--- src/hdl/dfed_pkg.sv ---
// shared constants for the drive fault and error detection block
package dfed_pkg;
    localparam int unsigned clk_hz = 25000000;
    localparam int unsigned no_servo_ms = 350;
    localparam int unsigned seek_ms = 500;
    localparam int unsigned no_servo_cycles = (clk_hz / 1000) * no_servo_ms;
    localparam int unsigned seek_cycles = (clk_hz / 1000) * seek_ms;
    localparam logic [9:0] max_cyl_large = 10'h336;
    localparam logic [9:0] max_cyl_small = 10'h19a;
    localparam int unsigned cyl_w = 10;
    // tag codes
    localparam logic [2:0] tag_err_recovery = 3'h1;
    localparam logic [2:0] tag_diagnostic = 3'h2;
    localparam logic [2:0] tag_low_cyl = 3'h6;
    localparam logic [2:0] tag_control = 3'h7;
    // fault register bit positions
    localparam int unsigned fr_write = 0;
    localparam int unsigned fr_multi_sel = 1;
    localparam int unsigned fr_rd_wr = 2;
    localparam int unsigned fr_off_cyl = 3;
    localparam int unsigned fr_voltage = 4;
    localparam int unsigned fr_w = 5;
    localparam int unsigned check_diag_bit = 7;
    // controller register map
    localparam logic [3:0] reg_ctrl = 4'h0;
    localparam logic [3:0] reg_cyl = 4'h1;
    localparam logic [3:0] reg_tag = 4'h2;
    localparam logic [3:0] reg_status = 4'h3;
    localparam logic [3:0] reg_tag_data = 4'h4;
    localparam int unsigned ctl_read_gate = 0;
    localparam int unsigned ctl_write_gate = 1;
    localparam int unsigned ctl_fault_clear = 2;
    localparam int unsigned ctl_seek = 3;
    localparam int unsigned ctl_rtz = 4;
    localparam int unsigned ctl_tag_strobe = 5;
endpackage

--- src/hdl/dfed_if.sv ---
// drive interface cable between controller and drive
`timescale 1ns/1ps
interface dfed_if;
    logic read_gate;
    logic write_gate;
    logic write_data;
    logic fault_clear;
    logic seek_strobe;
    logic rtz_seek;
    logic [9:0] cyl_addr;
    logic [2:0] tag_code;
    logic tag_strobe;
    logic [7:0] status_byte;
    logic fault;
    logic seek_error;
    logic unit_ready;
    logic write_protect;
    logic on_cylinder;
    modport drive
    (
        input read_gate, write_gate, write_data, fault_clear, seek_strobe, rtz_seek,
        input cyl_addr, tag_code, tag_strobe,
        output status_byte, fault, seek_error, unit_ready, write_protect, on_cylinder
    );
    modport ctrl
    (
        output read_gate, write_gate, write_data, fault_clear, seek_strobe, rtz_seek,
        output cyl_addr, tag_code, tag_strobe,
        input status_byte, fault, seek_error, unit_ready, write_protect, on_cylinder
    );
endinterface

--- src/hdl/dfed_drive.sv ---
// drive end: fault latch, fault register, servo and seek error detection
`timescale 1ns/1ps
// What this block does
// - each fault also sets its register latch
// - register latches show on tags 001, 010
// - register clears only on maintenance or power-down
// - low driver output, current or supply: write fault
// - write gate without data transitions: write fault
// - multiple heads selected raises fault
// - read and write gates together: fault
// - gate while off cylinder: fault
// - low supply rail sets voltage fault
// - low speed/voltage: signal, retract; low speed sets no latch
// - speed/voltage fault disables write, asserts protect
// - no dibits 350 ms after load: latch
// - no-servo latch lights fault, unloads, blocks load
// - no-servo latch clears like fault latch
// - no on-cylinder 500 ms after seek: error
// - end-of-travel sensor sets seek error
// - cylinder above 822 (410) sets seek error
// - seek error asserts line, refuses seeks
// - seek error forces bit 7 on 110, 111
// - return-to-zero seek clears seek error
// - fault latch: line, lamp, not ready, inhibit, bit 7
// - fault latch clears on a clear request once conditions gone
module dfed_drive #(
    parameter int unsigned no_servo_cycles = dfed_pkg::no_servo_cycles,
    parameter int unsigned seek_cycles = dfed_pkg::seek_cycles,
    parameter bit small_model = 1'b0
) (
    input wire logic mclk,
    input wire logic rstn,
    dfed_if.drive link,
    input wire logic wr_drv_out_low,
    input wire logic wr_drv_cur_low,
    input wire logic wr_supply_low,
    input wire logic multi_head_sel,
    input wire logic rail_low,
    input wire logic speed_low,
    input wire logic servo_dibit,
    input wire logic on_cyl_sense,
    input wire logic eot_fwd,
    input wire logic eot_rev,
    input wire logic load_start,
    input wire logic operator_fault_sw,
    input wire logic maint_clear_sw,
    output logic fault_lamp,
    output logic return_to_zero_logic,
    output logic emergency_retract,
    output logic write_enable,
    output logic load_enable,
    output logic seek_start
);
    localparam int unsigned mon_w = 14;
    localparam int unsigned cnt_w = 32;
    logic [mon_w-1:0] mon_raw;
    logic [mon_w-1:0] mon;
    logic s_drv_out, s_drv_cur, s_supply, s_multi, s_rail, s_speed, s_dibit, s_oncyl;
    logic s_eot_f, s_eot_r, s_load, s_op_sw, s_maint, s_wdata;
    // ----------------------------------------------------------------
    // monitor synchronisers
    // ----------------------------------------------------------------
    assign mon_raw = {wr_drv_out_low, wr_drv_cur_low, wr_supply_low, multi_head_sel,
        rail_low, speed_low, servo_dibit, on_cyl_sense, eot_fwd, eot_rev, load_start,
        operator_fault_sw, maint_clear_sw, link.write_data};
    dfed_sync #(.width(mon_w)) u_sync
    (
        .mclk(mclk),
        .rstn(rstn),
        .async_in(mon_raw),
        .sync_out(mon)
    );
    assign {s_drv_out, s_drv_cur, s_supply, s_multi, s_rail, s_speed, s_dibit, s_oncyl,
        s_eot_f, s_eot_r, s_load, s_op_sw, s_maint, s_wdata} = mon;
    // ----------------------------------------------------------------
    // fault causes
    // ----------------------------------------------------------------
    logic wdata_q;
    logic wdata_seen_q, wdata_seen_d;
    logic gate_q;
    logic no_wdata;
    logic [dfed_pkg::fr_w-1:0] cause;
    logic any_cause;
    always_ff @(posedge mclk)
    begin
        if (!rstn)
        begin
            wdata_q <= 1'b0;
            wdata_seen_q <= 1'b0;
            gate_q <= 1'b0;
        end
        else
        begin
            wdata_q <= s_wdata;
            wdata_seen_q <= wdata_seen_d;
            gate_q <= link.write_gate;
        end
    end
    // a transition window spans the active write gate; checked when the gate drops
    assign wdata_seen_d = link.write_gate & (wdata_seen_q | (s_wdata ^ wdata_q));
    assign no_wdata = gate_q & ~link.write_gate & ~wdata_seen_q;
    assign cause[dfed_pkg::fr_write] = s_drv_out | s_drv_cur | s_supply | no_wdata;
    assign cause[dfed_pkg::fr_multi_sel] = s_multi;
    assign cause[dfed_pkg::fr_rd_wr] = link.read_gate & link.write_gate;
    assign cause[dfed_pkg::fr_off_cyl] = (link.read_gate | link.write_gate) & ~s_oncyl;
    assign cause[dfed_pkg::fr_voltage] = s_rail;
    assign any_cause = |cause;
    // ----------------------------------------------------------------
    // fault latch and fault register
    // ----------------------------------------------------------------
    logic fault_q;
    logic [dfed_pkg::fr_w-1:0] freg_q;
    logic fault_clr;
    assign fault_clr = (link.fault_clear | s_op_sw | s_maint) & ~any_cause;
    always_ff @(posedge mclk)
    begin
        if (!rstn)
        begin
            fault_q <= 1'b0;
            freg_q <= '0;
        end
        else
        begin
            fault_q <= any_cause | (fault_q & ~fault_clr);
            // set wins over the maintenance clear
            freg_q <= cause | (freg_q & ~{dfed_pkg::fr_w{s_maint}});
        end
    end
    // ----------------------------------------------------------------
    // no-servo-tracks timer and latch
    // ----------------------------------------------------------------
    logic [cnt_w-1:0] ns_cnt_q;
    logic ns_run_q;
    logic ns_q;
    logic ns_expire;
    logic load_go;
    assign load_go = s_load & ~fault_q & ~ns_q & ~s_speed;
    assign ns_expire = ns_run_q & (ns_cnt_q == cnt_w'(no_servo_cycles - 1));
    always_ff @(posedge mclk)
    begin
        if (!rstn)
        begin
            ns_cnt_q <= '0;
            ns_run_q <= 1'b0;
            ns_q <= 1'b0;
        end
        else
        begin
            ns_run_q <= (ns_run_q | load_go) & ~s_dibit & ~ns_expire;
            ns_cnt_q <= (ns_run_q & ~s_dibit) ? ns_cnt_q + cnt_w'(1) : '0;
            ns_q <= ns_expire | (ns_q & ~fault_clr);
        end
    end
    // ----------------------------------------------------------------
    // seek timer and seek error latch
    // ----------------------------------------------------------------
    logic [cnt_w-1:0] sk_cnt_q;
    logic sk_run_q;
    logic se_q;
    logic sk_expire;
    logic cyl_bad;
    logic seek_go;
    logic se_set;
    assign cyl_bad = link.seek_strobe & (link.cyl_addr >
        (small_model ? dfed_pkg::max_cyl_small : dfed_pkg::max_cyl_large));
    assign seek_go = link.seek_strobe & ~se_q & ~cyl_bad & ~fault_q;
    assign sk_expire = sk_run_q & ~s_oncyl
        & (sk_cnt_q == cnt_w'(seek_cycles - 1));
    assign se_set = sk_expire | s_eot_f | s_eot_r | cyl_bad;
    always_ff @(posedge mclk)
    begin
        if (!rstn)
        begin
            sk_cnt_q <= '0;
            sk_run_q <= 1'b0;
            se_q <= 1'b0;
        end
        else
        begin
            sk_run_q <= seek_go | (sk_run_q & ~s_oncyl & ~sk_expire);
            sk_cnt_q <= seek_go ? '0 : (sk_run_q ? sk_cnt_q + cnt_w'(1) : sk_cnt_q);
            se_q <= se_set | (se_q & ~link.rtz_seek);
        end
    end
    // ----------------------------------------------------------------
    // status bytes
    // ----------------------------------------------------------------
    logic [7:0] status_q;
    logic [7:0] status_d;
    logic diag;
    assign diag = fault_q | se_q;
    always_comb
    begin
        status_d = 8'h00;
        case (link.tag_code)
            dfed_pkg::tag_err_recovery, dfed_pkg::tag_diagnostic:
                status_d[dfed_pkg::fr_w-1:0] = freg_q;
            dfed_pkg::tag_low_cyl, dfed_pkg::tag_control:
                status_d[dfed_pkg::check_diag_bit] = diag;
            default:
                status_d = 8'h00;
        endcase
    end
    always_ff @(posedge mclk)
    begin
        if (!rstn)
            status_q <= 8'h00;
        else if (link.tag_strobe)
            status_q <= status_d;
    end
    // ----------------------------------------------------------------
    // outputs
    // ----------------------------------------------------------------
    assign link.status_byte = status_q;
    assign link.fault = fault_q;
    assign link.seek_error = se_q;
    assign link.unit_ready = ~fault_q & s_oncyl;
    assign link.write_protect = s_speed | s_rail;
    assign link.on_cylinder = s_oncyl;
    assign fault_lamp = fault_q | ns_q;
    assign return_to_zero_logic = ns_q;
    assign emergency_retract = s_speed | s_rail;
    assign write_enable = ~fault_q & ~s_speed & ~s_rail;
    assign load_enable = load_go;
    assign seek_start = seek_go;
endmodule

--- src/hdl/dfed_sync.sv ---
// two-stage synchroniser for a bundle of asynchronous levels
`timescale 1ns/1ps
module dfed_sync #(
    parameter int unsigned width = 1
) (
    input wire logic mclk,
    input wire logic rstn,
    input wire logic [width-1:0] async_in,
    output logic [width-1:0] sync_out
);
    logic [width-1:0] meta_q;
    logic [width-1:0] sync_q;
    always_ff @(posedge mclk)
    begin
        if (!rstn)
        begin
            meta_q <= '0;
            sync_q <= '0;
        end
        else
        begin
            meta_q <= async_in;
            sync_q <= meta_q;
        end
    end
    assign sync_out = sync_q;
endmodule
--- src/flat_wrapper.sv ---
// flat-port wrapper written by rule: the top's interface ports become plain ports
module dfed_drive_flat 
#(
    parameter int unsigned no_servo_cycles = dfed_pkg::no_servo_cycles,
    parameter int unsigned seek_cycles = dfed_pkg::seek_cycles,
    parameter bit small_model = 1'b0
)
  (mclk, rstn, wr_drv_out_low, wr_drv_cur_low, wr_supply_low, multi_head_sel, rail_low, speed_low, servo_dibit, on_cyl_sense, eot_fwd, eot_rev, load_start, operator_fault_sw, maint_clear_sw, fault_lamp, return_to_zero_logic, emergency_retract, write_enable, load_enable, seek_start, link_read_gate, link_write_gate, link_write_data, link_fault_clear, link_seek_strobe, link_rtz_seek, link_cyl_addr, link_tag_code, link_tag_strobe, link_status_byte, link_fault, link_seek_error, link_unit_ready, link_write_protect, link_on_cylinder);
  dfed_if link_i ();
  input wire logic mclk;
  input wire logic rstn;
  input wire logic wr_drv_out_low;
  input wire logic wr_drv_cur_low;
  input wire logic wr_supply_low;
  input wire logic multi_head_sel;
  input wire logic rail_low;
  input wire logic speed_low;
  input wire logic servo_dibit;
  input wire logic on_cyl_sense;
  input wire logic eot_fwd;
  input wire logic eot_rev;
  input wire logic load_start;
  input wire logic operator_fault_sw;
  input wire logic maint_clear_sw;
  output logic fault_lamp;
  output logic return_to_zero_logic;
  output logic emergency_retract;
  output logic write_enable;
  output logic load_enable;
  output logic seek_start;
  input wire logic [$bits(link_i.read_gate)-1:0] link_read_gate;
  input wire logic [$bits(link_i.write_gate)-1:0] link_write_gate;
  input wire logic [$bits(link_i.write_data)-1:0] link_write_data;
  input wire logic [$bits(link_i.fault_clear)-1:0] link_fault_clear;
  input wire logic [$bits(link_i.seek_strobe)-1:0] link_seek_strobe;
  input wire logic [$bits(link_i.rtz_seek)-1:0] link_rtz_seek;
  input wire logic [$bits(link_i.cyl_addr)-1:0] link_cyl_addr;
  input wire logic [$bits(link_i.tag_code)-1:0] link_tag_code;
  input wire logic [$bits(link_i.tag_strobe)-1:0] link_tag_strobe;
  output wire logic [$bits(link_i.status_byte)-1:0] link_status_byte;
  output wire logic [$bits(link_i.fault)-1:0] link_fault;
  output wire logic [$bits(link_i.seek_error)-1:0] link_seek_error;
  output wire logic [$bits(link_i.unit_ready)-1:0] link_unit_ready;
  output wire logic [$bits(link_i.write_protect)-1:0] link_write_protect;
  output wire logic [$bits(link_i.on_cylinder)-1:0] link_on_cylinder;
  assign link_i.read_gate = link_read_gate;
  assign link_i.write_gate = link_write_gate;
  assign link_i.write_data = link_write_data;
  assign link_i.fault_clear = link_fault_clear;
  assign link_i.seek_strobe = link_seek_strobe;
  assign link_i.rtz_seek = link_rtz_seek;
  assign link_i.cyl_addr = link_cyl_addr;
  assign link_i.tag_code = link_tag_code;
  assign link_i.tag_strobe = link_tag_strobe;
  assign link_status_byte = link_i.status_byte;
  assign link_fault = link_i.fault;
  assign link_seek_error = link_i.seek_error;
  assign link_unit_ready = link_i.unit_ready;
  assign link_write_protect = link_i.write_protect;
  assign link_on_cylinder = link_i.on_cylinder;
  dfed_drive #(.no_servo_cycles(no_servo_cycles), .seek_cycles(seek_cycles), .small_model(small_model)) u_core (.mclk(mclk), .rstn(rstn), .link(link_i), .wr_drv_out_low(wr_drv_out_low), .wr_drv_cur_low(wr_drv_cur_low), .wr_supply_low(wr_supply_low), .multi_head_sel(multi_head_sel), .rail_low(rail_low), .speed_low(speed_low), .servo_dibit(servo_dibit), .on_cyl_sense(on_cyl_sense), .eot_fwd(eot_fwd), .eot_rev(eot_rev), .load_start(load_start), .operator_fault_sw(operator_fault_sw), .maint_clear_sw(maint_clear_sw), .fault_lamp(fault_lamp), .return_to_zero_logic(return_to_zero_logic), .emergency_retract(emergency_retract), .write_enable(write_enable), .load_enable(load_enable), .seek_start(seek_start));
endmodule
--- config.mk ---
export PLATFORM = sky130hd
export DESIGN_NAME = dfed_drive_flat
export DESIGN_NICKNAME = d
export VERILOG_FILES = /design/src/hdl/dfed_pkg.sv /design/src/hdl/dfed_if.sv /design/src/hdl/dfed_drive.sv /design/src/hdl/dfed_sync.sv /design/src/flat_wrapper.sv
export SDC_FILE = /design/constraint.sdc
export NUM_CORES = 1
export LEC_CHECK = 0
export BUFFER_PORTS_ARGS = -buffer_cell sky130_fd_sc_hd__buf_2
export CAP_MARGIN = 20
export CORE_ASPECT_RATIO = 0.8
export CORE_MARGIN = 8
export CORE_UTILIZATION = 40
export CTS_BUF_LIST = sky130_fd_sc_hd__clkbuf_16
export CTS_CLUSTER_SIZE = 20
export DETAILED_ROUTE_END_ITERATION = 8
export MAX_ROUTING_LAYER = met4
export SETUP_SLACK_MARGIN = 0.02
export SLEW_MARGIN = 20
export SYNTH_ARGS = -nofsm -noshare
export SYNTH_HDL_FRONTEND = slang
export SYNTH_HIERARCHICAL = 1
export SYNTH_SLANG_ARGS = --single-unit
--- constraint.sdc ---
create_clock -name mclk -period 2.8 [get_ports mclk]
set_input_delay 0.28 -clock mclk [delete_from_list [all_inputs] [get_ports mclk]]
set_output_delay 0.28 -clock mclk [all_outputs]
set_load 0.005 [all_outputs]
==> metrics.yaml <==
ant_nets: 0
synth-simple-area-share: 0.319
synth-edff-count: 0
hold_start: "rail_low"
fin_area_mm2: 0.00536
wl_per_cell_um: 14.7
ir_drop_mv: 0.343
synthCells: 522
maxCapViolations: 0
core_area_mm2: 0.0115
synth_mux_area_frac: 0.00423
cp_common_cell: "or4_1"
setup_viol: 0
cts_buffer_depth: 2
cts_hold_buf: 0
layout-drive-gt1-share: 0.188
die_w_um: 138
critPathCaptureType: "flip-flop"
syn-cell-area_mm2: 0.00474
placed_area_mm2: 0.00508
powerDensity_mw_per_mm2: 553
yosysSeqAreaShare: 0.469
worstReg2RegStart: "u_core/sk_cnt_q[0]"
hold_violations: 0
start_util: 0.411
start_kind: "flip-flop"
grt_max_degree: 36
area_growth_pct: 13.2
clock_latency_ns: 0.35
io_pins: 54
tightest_slew_ns: 0.734
cts_tree: "yes"
routed_wl_mm: 10.5
worst_ep_arrival_time_ns: 2.44
fin_crit_sh: 0.772
clock-sinks: 111
cts_buffers: 9
async_flop_share: 0
cts_setup_buffers: 0
path_cells: "ha_1, nand4_2, or4_1, or4_1, a21oi_1"
die_y_um: 113
num_antenna_cells: 0
fp.dieArea_mm2: 0.0156
synthTopCellsByArea: "dfxtp_1 47%, a21oi_1 4.8%, and2_2 3.5%, nor2_1 3.4%, or4_1 3.2%"
dp_hpwl_mm: 7.59
critical_path.slowest_cell: "or4_1"
endpoint: "u_core/sk_cnt_q[30]"
slowest_delay_ns: 0.62
synth_top_family_by_area: "simple AND/OR/NAND/NOR gates"
drt_iter0_drc: 246
fin_worst_skew_ns: 0.00798
yosys.area.top_type: "dfxtp_1"
gp_congestion: 0.805
crit_required_ns: 3.08
grt_pass1_vias: 3770
min_period_ns: 2.16
timing.rr.end: "u_core/sk_cnt_q[30]"
path_clk_slew_ns: 0.08
crit_fanout: 10
yosysUniqueCellTypes: 56
synthAdderAreaFrac: 0.00740
synth_top_flop_cell: "dfxtp_1"
ff2ff_path_depth: 5
grtUsageTotal: 0.143
mostFrequentLayoutCell: "dfxtp_1"
drc: 0
reg2reg_slack_ns: 0.64
floorplan.rows: 35
vias: 3954
mostFrequentLayoutCells: "111 x dfxtp_1, 51 x buf_2, 45 x a21oi_1"
ys.warnings.count: 6
ys_ff_latch: 111
synth_top_area_frac: 0.469
crit_start: "u_core/sk_cnt_q[0]"
rsz0062_at_grt: "no"
clockRootBuffer: "clkbuf_16"
grt_antenna_before_repair: 0
synth_xor_area_frac: 0.0481
timing.fmax_mhz: 463
drt-vias-per-instance: 5.51
status: "completed"
setup.worst_path.class: "reg2reg"
p_leak_nw: 1.85
synth-compound-area-share: 0.120
slew_headroom: 0.510
synth_area_per_cell_um2: 9.07
cts_max_level: 3
overflow: 0
grt_pass1_wl_mm: 17.8
io_buffer_count: 51
setup-tns-final_ns: 0
drtPass1Iterations: 4
hold_class: "in2reg"
layout.nets: 601
ctsResizeCount: 0
drv_slew: 0
[metal layers]
layer | routed length (µm) | vias up | global-route usage
li1 | - | 1991 | -
met4 | 110 | 0 | 0.0397
met1 | 5240 | 1874 | 0.186
met3 | 460 | 11 | 0.0363
met2 | 4700 | 78 | 0.215
met5 | 0 | - | -
[layout make-up]
class                           instances  area (µm²)
Clock buffer                            9         225
Fill cell                            1117        6150
Clock inverter                          7        53.8
Tap cell                              148         185
Inverter                                5        18.8
Multi-Input combinational cell        382        2370
Sequential cell                       111        2220
Timing Repair Buffer                   55         285
[cells by family after synthesis]
kind of cell | after synthesis
adder cells (fa/ha/maj) | 3
multiplexers | 2
other | 1
flip-flops | 111
AO/OA/AOI/OAI | 95
buffers and inverters | 30
XOR/XNOR | 26
AND/OR/NAND/NOR | 254
[report_power, final]
part | leakage (nW) | internal [W] | switching [W]
Sequential | 0.903 | 0.00161 | 0.0000182
Clock | 0.135 | 0.000614 | 0.000598
Combinational | 0.808 | 0.0000610 | 0.0000643
[synth_stat cells, drive strengths merged (10+ instances only)]
master / n
o31ai: 18
xnor2: 15
o21ai: 17
nand4: 25
clkbuf: 15
or3: 15
dfxtp: 111
a21oi: 45
and4: 12
nand3: 21
xor2: 11
nor4: 10
nand2: 32
nor2: 43
or4: 22
and2: 36
buf: 10
[flip-flops by register name (all words and copies together), names as in the netlist, 5 cells and up]
name,cells
u_core/freg_q,5
u_core/link.status_byte,6
u_core/ns_cnt_q,32
u_core/sk_cnt_q,32
u_core/u_sync/meta_q,14
u_core/u_sync/sync_out,14
[how the worst min path moves through the flow]
stage                                  end  slack [ns]  cells after the start
6_report           u_core/u_sync/meta_q[9]        0.13                      2
3_5_place_dp     u_core/u_sync/sync_out[4]        0.43                      1
4_1_cts            u_core/u_sync/meta_q[9]        0.12                      2
2_1_floorplan  u_core/return_to_zero_logic        0.40                      1
3_3_place_gp     u_core/u_sync/sync_out[4]        0.42                      1
5_1_grt           u_core/u_sync/meta_q[12]        0.13                      2
[critical path, delay by kind of cell (launching register included)]
kind / cells / cell delay, ns
AOI/OAI and AO/OA: 1 / 0.15
and+or+nand+nor: 3 / 1.38
DFF: 1 / 0.36
adders and majority gates: 1 / 0.21
[per-stage QoR]
stage / power (W) / hold WS [ns] / cells / utilization / setup WS [ns]
global route: 0.00309 / 0.128 / 717 / 0.466 / 0.476
global placement: 0.00179 / 0.423 / 701 / 0.441 / 0.687
CTS: 0.00301 / 0.121 / 717 / 0.466 / 0.632
detailed placement: 0.00179 / 0.425 / 701 / 0.441 / 0.643
floorplan: 0.00174 / 0.397 / 523 / - / 0.820
finish: 0.00296 / 0.134 / 717 / 0.466 / 0.639
No activity file was read; power rests on OpenSTA's default activity.
